### src/owd_pkg.sv
// shared constants for the one-wire dimming control block
package owd_pkg;
    // system clock rate in MHz (40 ns period)
    localparam int unsigned CLK_MHZ = 25;
    // timing figures in microseconds
    localparam int unsigned DET_DELAY_US = 100;
    localparam int unsigned DET_LOW_US = 260;
    localparam int unsigned DET_WIN_US = 1000;
    localparam int unsigned SOFT_START_US = 6000;
    localparam int unsigned EN_OFF_US = 5000;
    localparam int unsigned PWM_OFF_US = 40000;
    localparam int unsigned ACK_HOLD_US = 512;
    localparam int unsigned PHASE_MAX_US = 360;
    // cycle counts derived from the figures
    localparam int unsigned DET_DELAY_CYC = DET_DELAY_US * CLK_MHZ;
    localparam int unsigned DET_LOW_CYC = DET_LOW_US * CLK_MHZ;
    localparam int unsigned DET_WIN_CYC = DET_WIN_US * CLK_MHZ;
    localparam int unsigned SOFT_START_CYC = SOFT_START_US * CLK_MHZ;
    localparam int unsigned EN_OFF_CYC = EN_OFF_US * CLK_MHZ;
    localparam int unsigned PWM_OFF_CYC = PWM_OFF_US * CLK_MHZ;
    localparam int unsigned ACK_HOLD_CYC = ACK_HOLD_US * CLK_MHZ;
    localparam int unsigned PHASE_MAX_CYC = PHASE_MAX_US * CLK_MHZ;
    // widths
    localparam int CNT_W = 20;
    localparam int CODE_W = 9;
    localparam int FRAME_W = 24;
    localparam int ADDR_W = 8;
    localparam int BITCNT_W = 5;
    // command field positions
    localparam int ADDR_LSB = 16;
    localparam int ACK_REQ_BIT = 10;
    localparam int CODE_MSB = 8;
    localparam logic [BITCNT_W-1:0] LAST_BIT_IDX = 5'h17;
    // brightness code reset value and full-scale step count
    localparam logic [CODE_W-1:0] CODE_RESET = 9'h1FF;
    localparam logic [CODE_W-1:0] CODE_FULL_STEPS = 9'h1FF;
    // main sequence states, one-hot
    typedef enum logic [4:0] {
        ST_OFF  = 5'h01,
        ST_DET  = 5'h02,
        ST_CHD  = 5'h04,
        ST_SOFT = 5'h08,
        ST_RUN  = 5'h10
    } owd_state_t;
endpackage

### src/owd_top.sv
// start-up sequencing, mode detection and one-wire receiver
`timescale 1ns/100ps
module owd_top
    import owd_pkg::*;
#(
    // device address, value arbitrary
    parameter logic [ADDR_W-1:0] DEV_ADDR = 8'hA5,
    parameter int unsigned DET_LOW = DET_LOW_CYC,
    parameter int unsigned DET_WIN = DET_WIN_CYC,
    parameter int unsigned SOFT_START = SOFT_START_CYC,
    parameter int unsigned EN_OFF = EN_OFF_CYC,
    parameter int unsigned PWM_OFF = PWM_OFF_CYC,
    parameter int unsigned ACK_HOLD = ACK_HOLD_CYC,
    parameter int unsigned PHASE_MAX = PHASE_MAX_CYC
) (
    input wire logic CLK_SYS_IN,
    input wire logic RESETN_IN,
    input wire logic EN_IN,
    input wire logic PWM_IN,
    input wire logic UVLO_OK_IN,
    input wire logic CHAN_DET_DONE_IN,
    output logic EN_OUT,
    output logic EN_OE_OUT,
    output logic DEVICE_ON_OUT,
    output logic DIGITAL_MODE_OUT,
    output logic BOOST_RUN_OUT,
    output logic ILIM_NORMAL_OUT,
    output logic [CODE_W-1:0] BRIGHT_CODE_OUT,
    output logic CMD_ACCEPT_OUT
);
    localparam logic [CNT_W-1:0] K_DLY = CNT_W'(DET_DELAY_CYC);
    localparam logic [CNT_W-1:0] K_DET = CNT_W'(DET_LOW);
    localparam logic [CNT_W-1:0] K_WIN = CNT_W'(DET_WIN - 1);
    localparam logic [CNT_W-1:0] K_SOFT = CNT_W'(SOFT_START - 1);
    localparam logic [CNT_W-1:0] K_EN_OFF = CNT_W'(EN_OFF);
    localparam logic [CNT_W-1:0] K_PWM_OFF = CNT_W'(PWM_OFF);
    localparam logic [CNT_W-1:0] K_ACK = CNT_W'(ACK_HOLD - 1);
    localparam logic [CNT_W-1:0] K_PH_MAX = CNT_W'(PHASE_MAX);

    function automatic logic [CNT_W-1:0] sat_inc(
        input logic [CNT_W-1:0] c
    );
        return (&c) ? c : c + 1'b1;
    endfunction

    // pin synchronisers: three flops, change taken when stages 2 and 3 agree
    logic [2:0] pin_raw;
    wire [2:0] pin_q;
    assign pin_raw = {UVLO_OK_IN, PWM_IN, EN_IN};
    genvar gi;
    generate
        for (gi = 0; gi < 3; gi++) begin : g_sync
            logic s1_q, s2_q, s3_q, lvl_q;
            always_ff @(posedge CLK_SYS_IN or negedge RESETN_IN) begin
                if (!RESETN_IN) begin
                    s1_q <= 1'b0;
                    s2_q <= 1'b0;
                    s3_q <= 1'b0;
                    lvl_q <= 1'b0;
                end else begin
                    s1_q <= pin_raw[gi];
                    s2_q <= s1_q;
                    s3_q <= s2_q;
                    if (s2_q == s3_q) begin
                        lvl_q <= s3_q;
                    end
                end
            end
            assign pin_q[gi] = lvl_q;
        end
    endgenerate

    wire en_lvl = pin_q[0];
    wire pwm_lvl = pin_q[1];
    wire uvlo_lvl = pin_q[2];
    logic en_prev_q;
    wire en_rise = en_lvl & ~en_prev_q;
    wire en_fall = ~en_lvl & en_prev_q;

    // state and counters
    owd_state_t state_q, state_d;
    logic [CNT_W-1:0] timer_q, timer_d;
    logic [CNT_W-1:0] en_low_q;
    logic [CNT_W-1:0] pwm_low_q;
    logic [CNT_W-1:0] ph_cnt_q;
    logic [CNT_W-1:0] lo_len_q;
    logic [CNT_W-1:0] ack_cnt_q;
    logic armed_q;
    logic det_q;
    logic digital_q;
    logic in_frame_q, in_frame_d;
    logic [BITCNT_W-1:0] bit_cnt_q, bit_cnt_d;
    logic [FRAME_W-1:0] shift_q, shift_d;
    logic [CODE_W-1:0] code_q;
    logic ack_pend_q;
    logic ack_busy_q;
    logic accept_q;
    logic frame_end;

    wire st_off = state_q[0];
    wire st_det = state_q[1];
    wire st_chd = state_q[2];
    wire st_soft = state_q[3];
    wire st_run = state_q[4];

    // shutdown: EN low too long, PWM low too long, or supply lost
    wire en_off = en_low_q > K_EN_OFF;
    wire pwm_off = pwm_low_q > K_PWM_OFF;
    wire shutdown = ~st_off & (en_off | pwm_off | ~uvlo_lvl);
    wire start_ok = en_rise & pwm_lvl & uvlo_lvl;
    wire win_end = st_det & (timer_q >= K_WIN);
    wire det_hit = st_det & armed_q & ~en_lvl & (en_low_q == K_DET);

    always_comb begin
        state_d = state_q;
        timer_d = sat_inc(timer_q);
        case (state_q)
            ST_OFF: begin
                timer_d = '0;
                if (start_ok) begin
                    state_d = ST_DET;
                end
            end
            ST_DET: begin
                if (win_end) begin
                    state_d = ST_CHD;
                end
            end
            ST_CHD: begin
                timer_d = '0;
                if (CHAN_DET_DONE_IN) begin
                    state_d = ST_SOFT;
                end
            end
            ST_SOFT: begin
                if (timer_q >= K_SOFT) begin
                    state_d = ST_RUN;
                end
            end
            ST_RUN: begin
                timer_d = '0;
            end
            default: begin
                state_d = ST_OFF;
                timer_d = '0;
            end
        endcase
        if (shutdown) begin
            state_d = ST_OFF;
            timer_d = '0;
        end
    end

    always_ff @(posedge CLK_SYS_IN or negedge RESETN_IN) begin
        if (!RESETN_IN) begin
            state_q <= ST_OFF;
            timer_q <= '0;
            en_prev_q <= 1'b0;
        end else begin
            state_q <= state_d;
            timer_q <= timer_d;
            en_prev_q <= en_lvl;
        end
    end

    // consecutive low time on EN and PWM
    always_ff @(posedge CLK_SYS_IN or negedge RESETN_IN) begin
        if (!RESETN_IN) begin
            en_low_q <= '0;
            pwm_low_q <= '0;
        end else begin
            en_low_q <= en_lvl ? '0 : sat_inc(en_low_q);
            pwm_low_q <= pwm_lvl ? '0 : sat_inc(pwm_low_q);
        end
    end

    // detection pattern: fall after the delay, low long enough in window
    always_ff @(posedge CLK_SYS_IN or negedge RESETN_IN) begin
        if (!RESETN_IN) begin
            armed_q <= 1'b0;
            det_q <= 1'b0;
            digital_q <= 1'b0;
        end else if (st_off) begin
            armed_q <= 1'b0;
            det_q <= 1'b0;
            digital_q <= 1'b0;
        end else begin
            if (st_det && en_fall) begin
                armed_q <= (timer_q >= K_DLY);
            end
            if (det_hit) begin
                det_q <= 1'b1;
            end
            if (win_end) begin
                digital_q <= det_q | det_hit;
            end
        end
    end

    // one-wire bit receiver: low phase then high phase, judged by ratio
    wire rx_on = digital_q & (st_chd | st_soft | st_run) & ~ack_busy_q;
    wire [CNT_W:0] lo2 = {lo_len_q, 1'b0};
    wire [CNT_W:0] hi2 = {ph_cnt_q, 1'b0};
    wire bit_one = {1'b0, ph_cnt_q} >= lo2;
    wire bit_zero = {1'b0, lo_len_q} >= hi2;
    wire bit_ok = bit_one | bit_zero;
    wire ph_timeout = in_frame_q & (ph_cnt_q >= K_PH_MAX);
    wire [FRAME_W-1:0] shift_in = {bit_one, shift_q[FRAME_W-1:1]};
    wire addr_ok = shift_in[FRAME_W-1:ADDR_LSB] == DEV_ADDR;
    wire accept = frame_end & addr_ok;

    always_comb begin
        in_frame_d = in_frame_q;
        bit_cnt_d = bit_cnt_q;
        shift_d = shift_q;
        frame_end = 1'b0;
        if (!rx_on || ph_timeout) begin
            in_frame_d = 1'b0;
            bit_cnt_d = '0;
        end else if (en_fall) begin
            if (in_frame_q && bit_ok) begin
                shift_d = shift_in;
                bit_cnt_d = bit_cnt_q + 1'b1;
                if (bit_cnt_q == LAST_BIT_IDX) begin
                    frame_end = 1'b1;
                    in_frame_d = 1'b0;
                    bit_cnt_d = '0;
                end
            end else begin
                in_frame_d = 1'b1;
                bit_cnt_d = '0;
            end
        end
    end

    always_ff @(posedge CLK_SYS_IN or negedge RESETN_IN) begin
        if (!RESETN_IN) begin
            ph_cnt_q <= '0;
            lo_len_q <= '0;
            in_frame_q <= 1'b0;
            bit_cnt_q <= '0;
            shift_q <= '0;
        end else begin
            ph_cnt_q <= (en_rise | en_fall) ? '0 : sat_inc(ph_cnt_q);
            if (en_rise) begin
                lo_len_q <= ph_cnt_q;
            end
            in_frame_q <= in_frame_d;
            bit_cnt_q <= bit_cnt_d;
            shift_q <= shift_d;
        end
    end

    // brightness code and acknowledge
    always_ff @(posedge CLK_SYS_IN or negedge RESETN_IN) begin
        if (!RESETN_IN) begin
            code_q <= CODE_RESET;
            accept_q <= 1'b0;
            ack_pend_q <= 1'b0;
            ack_busy_q <= 1'b0;
            ack_cnt_q <= '0;
        end else if (st_off) begin
            code_q <= CODE_RESET;
            accept_q <= 1'b0;
            ack_pend_q <= 1'b0;
            ack_busy_q <= 1'b0;
            ack_cnt_q <= '0;
        end else begin
            accept_q <= accept;
            if (accept) begin
                code_q <= shift_in[CODE_MSB:0];
                ack_pend_q <= shift_in[ACK_REQ_BIT];
            end else if (ack_pend_q && en_lvl) begin
                ack_pend_q <= 1'b0;
                ack_busy_q <= 1'b1;
                ack_cnt_q <= '0;
            end else if (ack_busy_q) begin
                ack_cnt_q <= sat_inc(ack_cnt_q);
                if (ack_cnt_q >= K_ACK) begin
                    ack_busy_q <= 1'b0;
                end
            end
        end
    end

    // code drives the sinks as full scale times code over the full steps
    assign BRIGHT_CODE_OUT = code_q;
    assign EN_OUT = 1'b0;
    assign EN_OE_OUT = ack_busy_q;
    assign DEVICE_ON_OUT = ~st_off;
    assign DIGITAL_MODE_OUT = digital_q;
    assign BOOST_RUN_OUT = st_soft | st_run;
    assign ILIM_NORMAL_OUT = st_run;
    assign CMD_ACCEPT_OUT = accept_q;
endmodule

### config.mk
export PLATFORM = sky130hd
export DESIGN_NAME = owd_top
export DESIGN_NICKNAME = d
export VERILOG_FILES = /design/src/owd_pkg.sv /design/src/owd_top.sv
export SDC_FILE = /design/constraint.sdc
export NUM_CORES = 1
export LEC_CHECK = 0
export ABC_AREA = 1
export BUFFER_PORTS_ARGS = -buffer_cell sky130_fd_sc_hd__buf_4
export CORE_ASPECT_RATIO = 0.7
export CORE_UTILIZATION = 50
export DETAILED_ROUTE_END_ITERATION = 7
export PLACE_DENSITY = 0.64
export SLEW_MARGIN = 20
export SYNTH_ARGS = -nofsm -noshare
export SYNTH_HDL_FRONTEND = slang
export SYNTH_SLANG_ARGS = --single-unit
### constraint.sdc
create_clock -name CLK_SYS_IN -period 2.25 [get_ports CLK_SYS_IN]
set_input_delay 0.45 -clock CLK_SYS_IN [delete_from_list [all_inputs] [get_ports CLK_SYS_IN]]
set_output_delay 0.45 -clock CLK_SYS_IN [all_outputs]
set_load 0.005 [all_outputs]
==> results.cfg, run 1 <==
[logic_synthesis]
syn_nets = 1456
synthArstFlopShare = 1.00
synth_cell_types = 48
synth_area_leaders = dfrtp_1 (41%), nand2_1 (12%), inv_1 (6.4%)
synth_most_common_cell = nand2_1
synth_top_area_frac = 0.410
syn-instance-count = 1401
synth-seq-area-share = 0.435
yosys_warnings = 0
avgSynthCellArea_um2 = 7.50
synthFlopType = dfrtp_1
synth_top_area_cell = dfrtp_1
syn_area_um2 = 10500
ys_ff_latch = 182
synth_edf_count = 0
synthTopCellsByCount = nand2_1 (349), inv_1 (178), nor2_1 (177)

[clocking]
cts_tree = done
cts_sinks = 182
cts_max_level = 4
clkTransAtPathRegs_ns = 0.07
clk_path_buf_depth = 2
cts_root_buf = clkbuf_16
clkLatencyLatePin_ns = 0.45
cts_buffers = 17

[final_layout]
fill_cells = 1673
design_area_um2 = 13300
multi_input_area_um2 = 5730
drive_gt1_frac = 0.225
nets = 1604
n_antenna_cell = 0
utilization = 0.658
seqCellArea_um2 = 4580
syn2layout_area_growth_pct = 26.4

[global_route]
grt_util_all_layers = 0.263
grt_pass1_wl_um = 44700
grt_max_degree = 47
antenna_found_initial = 0
overflow = 0
grt_pass1_vias = 8846

[die]
rows = 43
die_w_um = 175
die_h_um = 123
dieArea_um2 = 21600
core-area_um2 = 20200
initial_utilization = 0.521
pin_count = 22

[placed_design]
dpl_worst_slack_ns = -0.120
dp_hpwl_um = 19900
placed_cell_area_um2 = 11700
gp_congestion = 0.970
io_buffers = 20

[sta]
slew_headroom = 0.651
max_freq_ghz = 0.431
fin_setup_tns_ns = -1.13
setup_viol = 22
fin_ws_ns = -0.0727
fin_worst_skew_ns = 0.0112
post-route-period-util = 1.03
finalCriticalPeriod_ns = 2.32
drv_slew = 0
grt_setup_unrepaired = yes
worst_pin_slew_ns = 0.516
hold_viol = 0

[power_and_ir_drop]
combPwrFrac = 0.225
p_seq_frac = 0.423
intPower_w = 0.00579
power_switching_w = 0.00254
power_density_nw_per_um2 = 627
swShare = 0.305
peakVddDrop_mv = 0.606
pwr-share-clk = 0.352
p_leak_nw = 6.17

[min_path]
whs_path_depth = 1
min_path_type = in2reg

[critical_path]
cp.arrival_ns = 2.66
cp-start-kind = flip-flop
required_ns = 2.58
worstSetupEndpointType = flip-flop
critical_path_class = reg2reg
reg2reg_depth = 17
path_max_fanout = 5

[status]
status = complete, but fails checks
violations = negative setup slack

[detailed_routing]
wl_per_cell_um = 15.2
drt_first_iter_violations = 975
dr.pass1.iters = 5
drc_errors = 0
ant_nets = 0
vias = 9757
drt-total-wl_um = 27900
via_per_inst = 5.33

[flow_run]
max-cap-violations = 0
## layer usage
metal	vias to the layer above	wire length, um	track usage	share of wire
met3	26	1890	0.0581	0.068
li1	4882	-	-	-
met2	289	11100	0.358	0.40
met1	4560	14500	0.415	0.52
met5	-	0	0	0
met4	0	311	0.0609	0.011
## placed cells by master, fill, tap and decap left out, types with 12 or more instances in the layout
cell type	n
ha_1	26
nor3_1	45
dfrtp_1	159
a21oi_1	43
nand2_2	37
xor2_1	20
clkbuf_16	20
inv_1	162
dfrtp_2	13
inv_2	19
nand2_1	309
nand4_1	45
nor2_1	152
ha_4	23
buf_4	135
o21ai_0	84
nor2_2	20
o21ai_1	12
nor4_1	18
nand3_1	81
## sequential cells by signal (all words and copies together), names as in the netlist, 9 cells and up
register / cells
BRIGHT_CODE_OUT: 9
ack_cnt_q: 20
en_low_q: 20
lo_len_q: 20
ph_cnt_q: 20
pwm_low_q: 20
shift_q: 23
timer_q: 20
## power groups by stage
stage | logic [W] | registers [W] | clock network, W
after CTS | 0.00156 | 0.00350 | 0.00299
after global placement | 0.00151 | 0.00356 | 0
final | 0.00188 | 0.00352 | 0.00293
after detailed placement | 0.00152 | 0.00357 | 0
after global routing | 0.00206 | 0.00354 | 0.00311
after floorplan | 0.000858 | 0.00354 | 0
## final cells by class
class | count | area share
Clock buffer | 23 | 0.0352
Clock inverter | 9 | 0.00735
Inverter | 182 | 0.0516
Multi-Input combinational cell | 1008 | 0.432
Sequential cell | 182 | 0.345
Tap cell | 270 | 0.0254
Timing Repair Buffer | 158 | 0.103
## path summary, 6_finish.rpt
path | endpoint | start | slack [ns]
max | ack_cnt_q[6] | ph_cnt_q[7] | -0.07
min | g_sync[1].s1_q | PWM_IN | 0.11
max reg2reg | ack_cnt_q[6] | ph_cnt_q[7] | -0.07
min reg2reg | g_sync[0].s2_q | g_sync[0].s1_q | 0.36
max in group asynchronous | ph_cnt_q[10] | RESETN_IN | 1.05
min in group asynchronous | en_low_q[9] | RESETN_IN | 0.49
## stage by stage
stage               hold WS [ns]  instances  total power [W]
floorplan                  0.154       1401          0.00440
global placement           0.333       1770          0.00507
detailed placement         0.347       1770          0.00509
CTS                       0.0952       1813          0.00806
global route              0.0930       1832          0.00872
finish                     0.110       1832          0.00833
## cell families after synthesis
group / share of synthesized area
simple gates: 0.313
compound gates: 0.0928
fa+ha+maj: 0.0612
other cells: 0.000357
buf+inv: 0.0784
xor+xnor: 0.0192
flops: 0.435
## repair_timing
action                                 CTS  global route
endpoints found under the hold margin   39             0
resized for setup                       20           150
hold buffers                             1             0
setup buffers                            9            16
setup endpoints to repair               55            93
pin swaps                                8            59
gates cloned                             1             4
## critical path: stages, from the launching register on
cell       delay (ns)
dfrtp_2          0.44
ha_4             0.28
nand2_4          0.07
inv_1            0.05
nand2_1          0.05
nand2_1          0.06
nand2_1          0.06
nand2_1          0.06
nand2_2          0.07
nand4_1          0.20
nor2_4           0.15
nor2_2           0.06
nand4_1          0.10
buf_6            0.18
nand2_8          0.09
clkbuf_16        0.17
nand2_1          0.05
nand2_1          0.05
(Power assumes the default switching activity.)
==> run 2, diff against run 1 <==
--- a/config.mk
+++ b/config.mk
@@ -5,12 +5,11 @@
 export SDC_FILE = /design/constraint.sdc
 export NUM_CORES = 1
 export LEC_CHECK = 0
-export ABC_AREA = 1
 export BUFFER_PORTS_ARGS = -buffer_cell sky130_fd_sc_hd__buf_4
 export CORE_ASPECT_RATIO = 0.7
 export CORE_UTILIZATION = 50
 export DETAILED_ROUTE_END_ITERATION = 7
-export PLACE_DENSITY = 0.64
+export PLACE_DENSITY = 0.65
 export SLEW_MARGIN = 20
 export SYNTH_ARGS = -nofsm -noshare
 export SYNTH_HDL_FRONTEND = slang
==> run 2 against run 1 <==
  * The flow still finishes with violations (negative setup slack)
  * Final area is 3.4% lower
  * Count of clock-buffer cells in the layout is 4 lower
  * Utilization is 1.4 points higher
  * Synthesized area is 6.5% lower
  * Final cell count is 20% lower
  * Register-to-register slack worse by 0.29 ns
  * Routed wire length is 12% lower
  * Via count is 15% lower
  * Die area is 6.4% lower
  * Combinational power hardly changed
  * Highest routed layer unchanged
==> results.cfg, run 2 <==
[power_and_ir_drop]
power_density_nw_per_um2 = 665
p_seq_frac = 0.407
p_leak_nw = 5.58
swShare = 0.298
peakVddDrop_mv = 0.560
intPower_w = 0.00599
combPwrFrac = 0.220
power_switching_w = 0.00255
pwr-share-clk = 0.372

[critical_path]
path_max_fanout = 6
cp-start-kind = flip-flop
required_ns = 2.58
cp_cell_sequence = ha_4, nand4b_4, nor4_4, o2bb2ai_2, a311oi_4, and4bb_4, nor3_4, buf_6, buf_16, mux2_2
crit_path_top_delay_cell = dfrtp_2
worst-path-buf-inv = 2
reg2reg_slack_ns = -0.36
worstSetupEndpointType = flip-flop
cp_slowest_stage_delay_ns = 0.45
cp.arrival_ns = 2.94
critical_path_class = reg2reg
crit_family = simple AND/OR/NAND/NOR gates

[status]
violations = negative setup slack
status = complete, but fails checks

[final_layout]
drive_gt1_frac = 0.282
layout_commonest_cell = dfrtp_1
fill_cells = 1508
n_antenna_cell = 0
nets = 1247
syn2layout_area_growth_pct = 30.7
largest_reg_flops = 23
top_register = shift_q
most-common-layout-cells = dfrtp_1 (167), buf_4 (145), nor2_1 (95)
design_area_um2 = 12800
utilization = 0.672

[sta]
drv_slew = 0
finalCriticalPeriod_ns = 2.61
setup_viol = 74
max_freq_ghz = 0.383
fin_ws_ns = -0.360
post-route-period-util = 1.16
hold_viol = 0
fin_worst_skew_ns = 0.0117
worst_pin_slew_ns = 0.642
grt_setup_unrepaired = yes
fin_setup_tns_ns = -15.95
slew_headroom = 0.569

[die]
pin_count = 22
rows = 42
initial_utilization = 0.515
die_h_um = 119
dieArea_um2 = 20200
die_w_um = 169
core-area_um2 = 19100

[global_route]
grt_util_all_layers = 0.256
antenna_found_initial = 0
grt_pass1_wl_um = 41000
met1_usage = 0.401
grt_pass1_vias = 8075
grt_max_degree = 53
met3_usage = 0.0445
grt-busiest-layer = met1
overflow = 0
grt.met2_usage = 0.359

[min_path]
min_path_type = in2reg

[logic_synthesis]
synth_top_area_frac = 0.438
synth_edf_count = 0
synthArstFlopShare = 1.00
yosys_warnings = 0
synthFlopType = dfrtp_1
syn_nets = 1086
synthTopCellsByCount = dfrtp_1 (172), nor2_1 (114), nand2_1 (91)
syn-instance-count = 1031
synth_cell_types = 75
synth-seq-area-share = 0.465
synth_top_area_cell = dfrtp_1
synth_most_common_cell = dfrtp_1
avgSynthCellArea_um2 = 9.52
synth_area_leaders = dfrtp_1 (44%), ha_1 (6.2%), nor2_1 (4.4%)
syn_area_um2 = 9820
ys_ff_latch = 182

[clocking]
cts_max_level = 4
clk_path_buf_depth = 2
cts_sinks = 182
cts_root_buf = clkbuf_16
cts_tree = done
clkTransAtPathRegs_ns = 0.08
clkLatencyLatePin_ns = 0.45
cts_buffers = 17

[detailed_routing]
vias = 8264
via_per_inst = 5.63
drt-total-wl_um = 24500
wl_per_cell_um = 16.7
drc_errors = 0
ant_nets = 0
drt_first_iter_violations = 650
dr.pass1.iters = 5

[placed_design]
dp_hpwl_um = 15800
io_buffers = 20
placed_cell_area_um2 = 11100
gp_congestion = 0.858

[flow_run]
max-cap-violations = 0
-- run 2: cell types whose count changed after synthesis, moves of 19 or more --
cell,change
inv_1,-119
o21ai_0,-25
xnor2_1,+28
nand2_1,-258
and3_1,+19
nor2_1,-63
nand3_1,-36
-- run 2: power by group through the flow --
stage / sequential [W] / clock [W] / combinational [W]
2_1_floorplan: 0.00351 / 0 / 0.000928
3_3_place_gp: 0.00352 / 0 / 0.00149
3_5_place_dp: 0.00352 / 0 / 0.00152
4_1_cts: 0.00346 / 0.00322 / 0.00173
5_1_grt: 0.00349 / 0.00334 / 0.00208
6_report: 0.00348 / 0.00318 / 0.00188
-- run 2: cell families after synthesis --
kind of cell,synth area share
simple gates,0.223
compound gates,0.118
flops,0.465
buf+inv,0.0394
xor+xnor,0.0544
fa+ha+maj,0.0655
mux,0.0338
other cells,0.000382
-- run 2: cell type report --
cell class                 instances  area, um^2  share of cell area
clock buffer                      19         443              0.0345
timing repair buffer             176        1600               0.124
tap                              264         330              0.0258
multi-input combinational        754        5480               0.427
inverter                          61         229              0.0179
sequential                       182        4570               0.357
clock inverter                    13         173              0.0135
-- run 2: per-layer routing --
metal,share of wire,up-vias
li1,-,4002
met1,0.52,4024
met2,0.42,211
met3,0.048,27
met4,0.013,0
met5,0,-
-- run 2: timing repair --
item / in CTS / in global routing
buffers inserted: 17 / 7
hold buffers: 1 / 0
hold endpoints to repair: 42 / 0
gates resized for setup: 112 / 52
cloned: 8 / 0
setup endpoints to repair: 85 / 95
pin swaps: 54 / 25
-- run 2: worst register-to-register path, stage by stage, from the launching register on --
cell and delay, ns:
dfrtp_2 0.45, ha_4 0.29, nand4b_4 0.14, nor4_4 0.37, o2bb2ai_2 0.16, a311oi_4 0.05
and4bb_4 0.25, nor3_4 0.16, buf_6 0.16, buf_16 0.12, mux2_2 0.33
-- run 2: worst paths after layout --
| check | from | to | cells after the start |
|---|---|---|---|
| worst max-delay path | ph_cnt_q[18] | shift_q[2] | 10 |
| worst min-delay path | EN_IN | g_sync[0].s1_q | 1 |
| worst max register to register | ph_cnt_q[18] | shift_q[2] | 10 |
| worst min register to register | g_sync[0].s1_q | g_sync[0].s2_q | 0 |
| max in group asynchronous | RESETN_IN | state_q[0] | 3 |
| min in group asynchronous | RESETN_IN | ack_cnt_q[1] | 2 |
-- run 2: through the flow --
stage / instances / power (W) / setup WS (ns) / hold WS [ns]
after CTS: 1463 / 0.00842 / -0.334 / 0.0963
after floorplan: 1031 / 0.00444 / -0.398 / 0.154
after global routing: 1469 / 0.00891 / -0.462 / 0.0957
final: 1469 / 0.00853 / -0.360 / 0.107
after global placement: 1406 / 0.00502 / -0.400 / 0.335
after detailed placement: 1406 / 0.00505 / -0.494 / 0.342
==> run 3, diff against run 2 <==
--- a/config.mk
+++ b/config.mk
@@ -5,11 +5,14 @@
 export SDC_FILE = /design/constraint.sdc
 export NUM_CORES = 1
 export LEC_CHECK = 0
+export ABC_AREA = 1
 export BUFFER_PORTS_ARGS = -buffer_cell sky130_fd_sc_hd__buf_4
+export CAP_MARGIN = 20
 export CORE_ASPECT_RATIO = 0.7
 export CORE_UTILIZATION = 50
+export CTS_BUF_LIST = sky130_fd_sc_hd__clkbuf_4
 export DETAILED_ROUTE_END_ITERATION = 7
-export PLACE_DENSITY = 0.65
+export PLACE_DENSITY = 0.64
 export SLEW_MARGIN = 20
 export SYNTH_ARGS = -nofsm -noshare
 export SYNTH_HDL_FRONTEND = slang
==> run 3 against run 2 <==
  * The run still ends with negative setup slack left
  * Highest routed layer unchanged
  * Critical path depth increased by 5
  * Sequential power about the same
  * Critical path type unchanged
  * Critical endpoint is now ack_cnt_q[18]
  * Final cell count is 25% higher
  * Sequential cell count is the same
  * Largest power group unchanged
  * Sequential share of layout area down 0.11 points
  * Global-route usage up 0.52 points
  * Final area grew 0.36%
  * Setup slack better by 0.23 ns
  * Die area rose by 6.9%
  * Clock skew is 0.016 ns higher
  * Count of clock-buffer cells in the layout up 2
==> results.cfg, run 3 (synthesis gave the netlist of run 1 again) <==
[status]
status = complete, but fails checks
violations = negative setup slack

[min_path]
whs_endpoint = state_q[2]
hp-start = CHAN_DET_DONE_IN
min_path_type = in2reg
whs_path_depth = 4

[detailed_routing]
met3_length_um = 1760
drc_errors = 0
top_layer = met4
wl_met2_um = 11100
met1_length_um = 14500
ant_nets = 0
drt_first_iter_violations = 885
dr.pass1.iters = 6
via_per_inst = 5.32
vias = 9743
drt-total-wl_um = 27500
wl_per_cell_um = 15.0

[power_and_ir_drop]
peakVddDrop_mv = 0.510
p_leak_nw = 6.05
power_density_nw_per_um2 = 558
report.power.total_w = 0.00719

[clocking]
cts_buffers = 17
clkTransAtPathRegs_ns = 0.14
cts_max_level = 4
clk_path_buf_depth = 2
cts_sinks = 182
cts_root_buf = clkbuf_4
clkLatencyLatePin_ns = 0.62
cts_tree = done

[final_layout]
top_register = shift_q
layout_commonest_cell = nand2_1
most-common-layout-cells = nand2_1 (315), inv_1 (168), dfrtp_1 (165)
n_antenna_cell = 0
syn2layout_area_growth_pct = 22.5
fin_cells = 1831
drive_gt1_frac = 0.208
design_area_um2 = 12900
nets = 1603
largest_reg_flops = 23

[placed_design]
gp_congestion = 0.970
dp_cells = 1770
placed_cell_area_um2 = 11700
dp_hpwl_um = 19900
io_buffers = 20

[critical_path]
required_ns = 2.79
cp_cell_sequence = ha_4, nand2_1, nor2_1, nand2_1, nor2_1, nand2_1, nand4_1, nand2_1, inv_2, nand4_1, buf_6, nand2_8, clkbuf_16, nand2_2, nand2_1
reg2reg_slack_ns = -0.13
r2r-end = ack_cnt_q[18]
crit_path_frequent_cell = nand2_1
cp-start-kind = flip-flop
worstSetupEndpointType = flip-flop
r2r_start = ph_cnt_q[8]
cp.arrival_ns = 2.92
crit_path_top_delay_cell = dfrtp_1
path_max_fanout = 5
critical_path_class = reg2reg
cp_slowest_stage_delay_ns = 0.46
reg2reg_depth = 15

[sta]
hold_viol = 0
fin_worst_skew_ns = 0.0279
worst_pin_slew_ns = 0.525
finalCriticalPeriod_ns = 2.38
drv_slew = 0
fin_setup_tns_ns = -2.86
fin_ws_ns = -0.126
setup_viol = 47
fin_hold_ws_ns = 0.160
max_freq_ghz = 0.421
grt_setup_unrepaired = yes
post-route-period-util = 1.06
slew_headroom = 0.645

[global_route]
overflow = 0
grt_util_all_layers = 0.262
grt_max_degree = 47
antenna_found_initial = 0
grt_pass1_vias = 8806
grt_pass1_wl_um = 44500

[die]
dieArea_um2 = 21600
die_w_um = 175
rows = 43
die_h_um = 123
pin_count = 22
core-area_um2 = 20200
initial_utilization = 0.521

[flow_run]
max-cap-violations = 0
run 3: timing repair:
item / CTS / global route
pin swaps: 13 / 30
gates cloned: 2 / 3
hold buffers: 4 / 0
endpoints found under the hold margin: 42 / 0
resized for setup: 29 / 107
endpoints found under the setup margin: 56 / 99
buffers inserted: 10 / 10
run 3: cell type report:
| type | count | area [um^2] |
|---|---|---|
| clock inverters | 11 | 105 |
| fillers | 1779 | 7300 |
| repair buffers | 157 | 1370 |
| well taps | 270 | 338 |
| inverters | 182 | 688 |
| multi-input cells | 1008 | 5640 |
| flip-flops and latches | 182 | 4580 |
| clock buffers | 21 | 158 |
run 3: how the worst max path moves through the flow:
stage	from	endpoint	slack [ns]
after global placement	ph_cnt_q[18]	ack_cnt_q[11]	-0.09
after detailed placement	ph_cnt_q[18]	ack_cnt_q[16]	-0.12
final	ph_cnt_q[8]	ack_cnt_q[18]	-0.13
after global routing	ph_cnt_q[8]	ack_cnt_q[18]	-0.26
after floorplan	ph_cnt_q[5]	ack_cnt_q[2]	0.11
after CTS	ph_cnt_q[6]	shift_q[8]	0.006
run 3: through the flow:
step / setup slack, ns / utilization
global placement: -0.0910 / 0.582
global route: -0.262 / 0.638
CTS: 0.00572 / 0.609
floorplan: 0.110 / -
finish: -0.126 / 0.638
detailed placement: -0.120 / 0.582
run 3: per-layer routing:
| metal | vias to the layer above | track usage |
|---|---|---|
| met5 | - | 0 |
| met4 | 0 | 0.0565 |
| met3 | 15 | 0.0547 |
| met2 | 304 | 0.354 |
| met1 | 4535 | 0.419 |
| li1 | 4889 | - |
run 3: critical path: cells and delay by family (launching register included):
kind | cells | cell delay (ns)
and+or+nand+nor | 11 | 1.11
DFF | 1 | 0.46
adders and majority gates | 1 | 0.32
buffers and inverters | 3 | 0.42
run 3: where the power goes:
group | internal [W] | leakage, nW | total (W) | switching, W
logic | 0.000797 | 3.46 | 0.00188 | 0.00108
clock network | 0.000604 | 0.140 | 0.00180 | 0.00119
registers | 0.00339 | 2.45 | 0.00351 | 0.000114
total | 0.00480 | 6.05 | 0.00719 | 0.00239
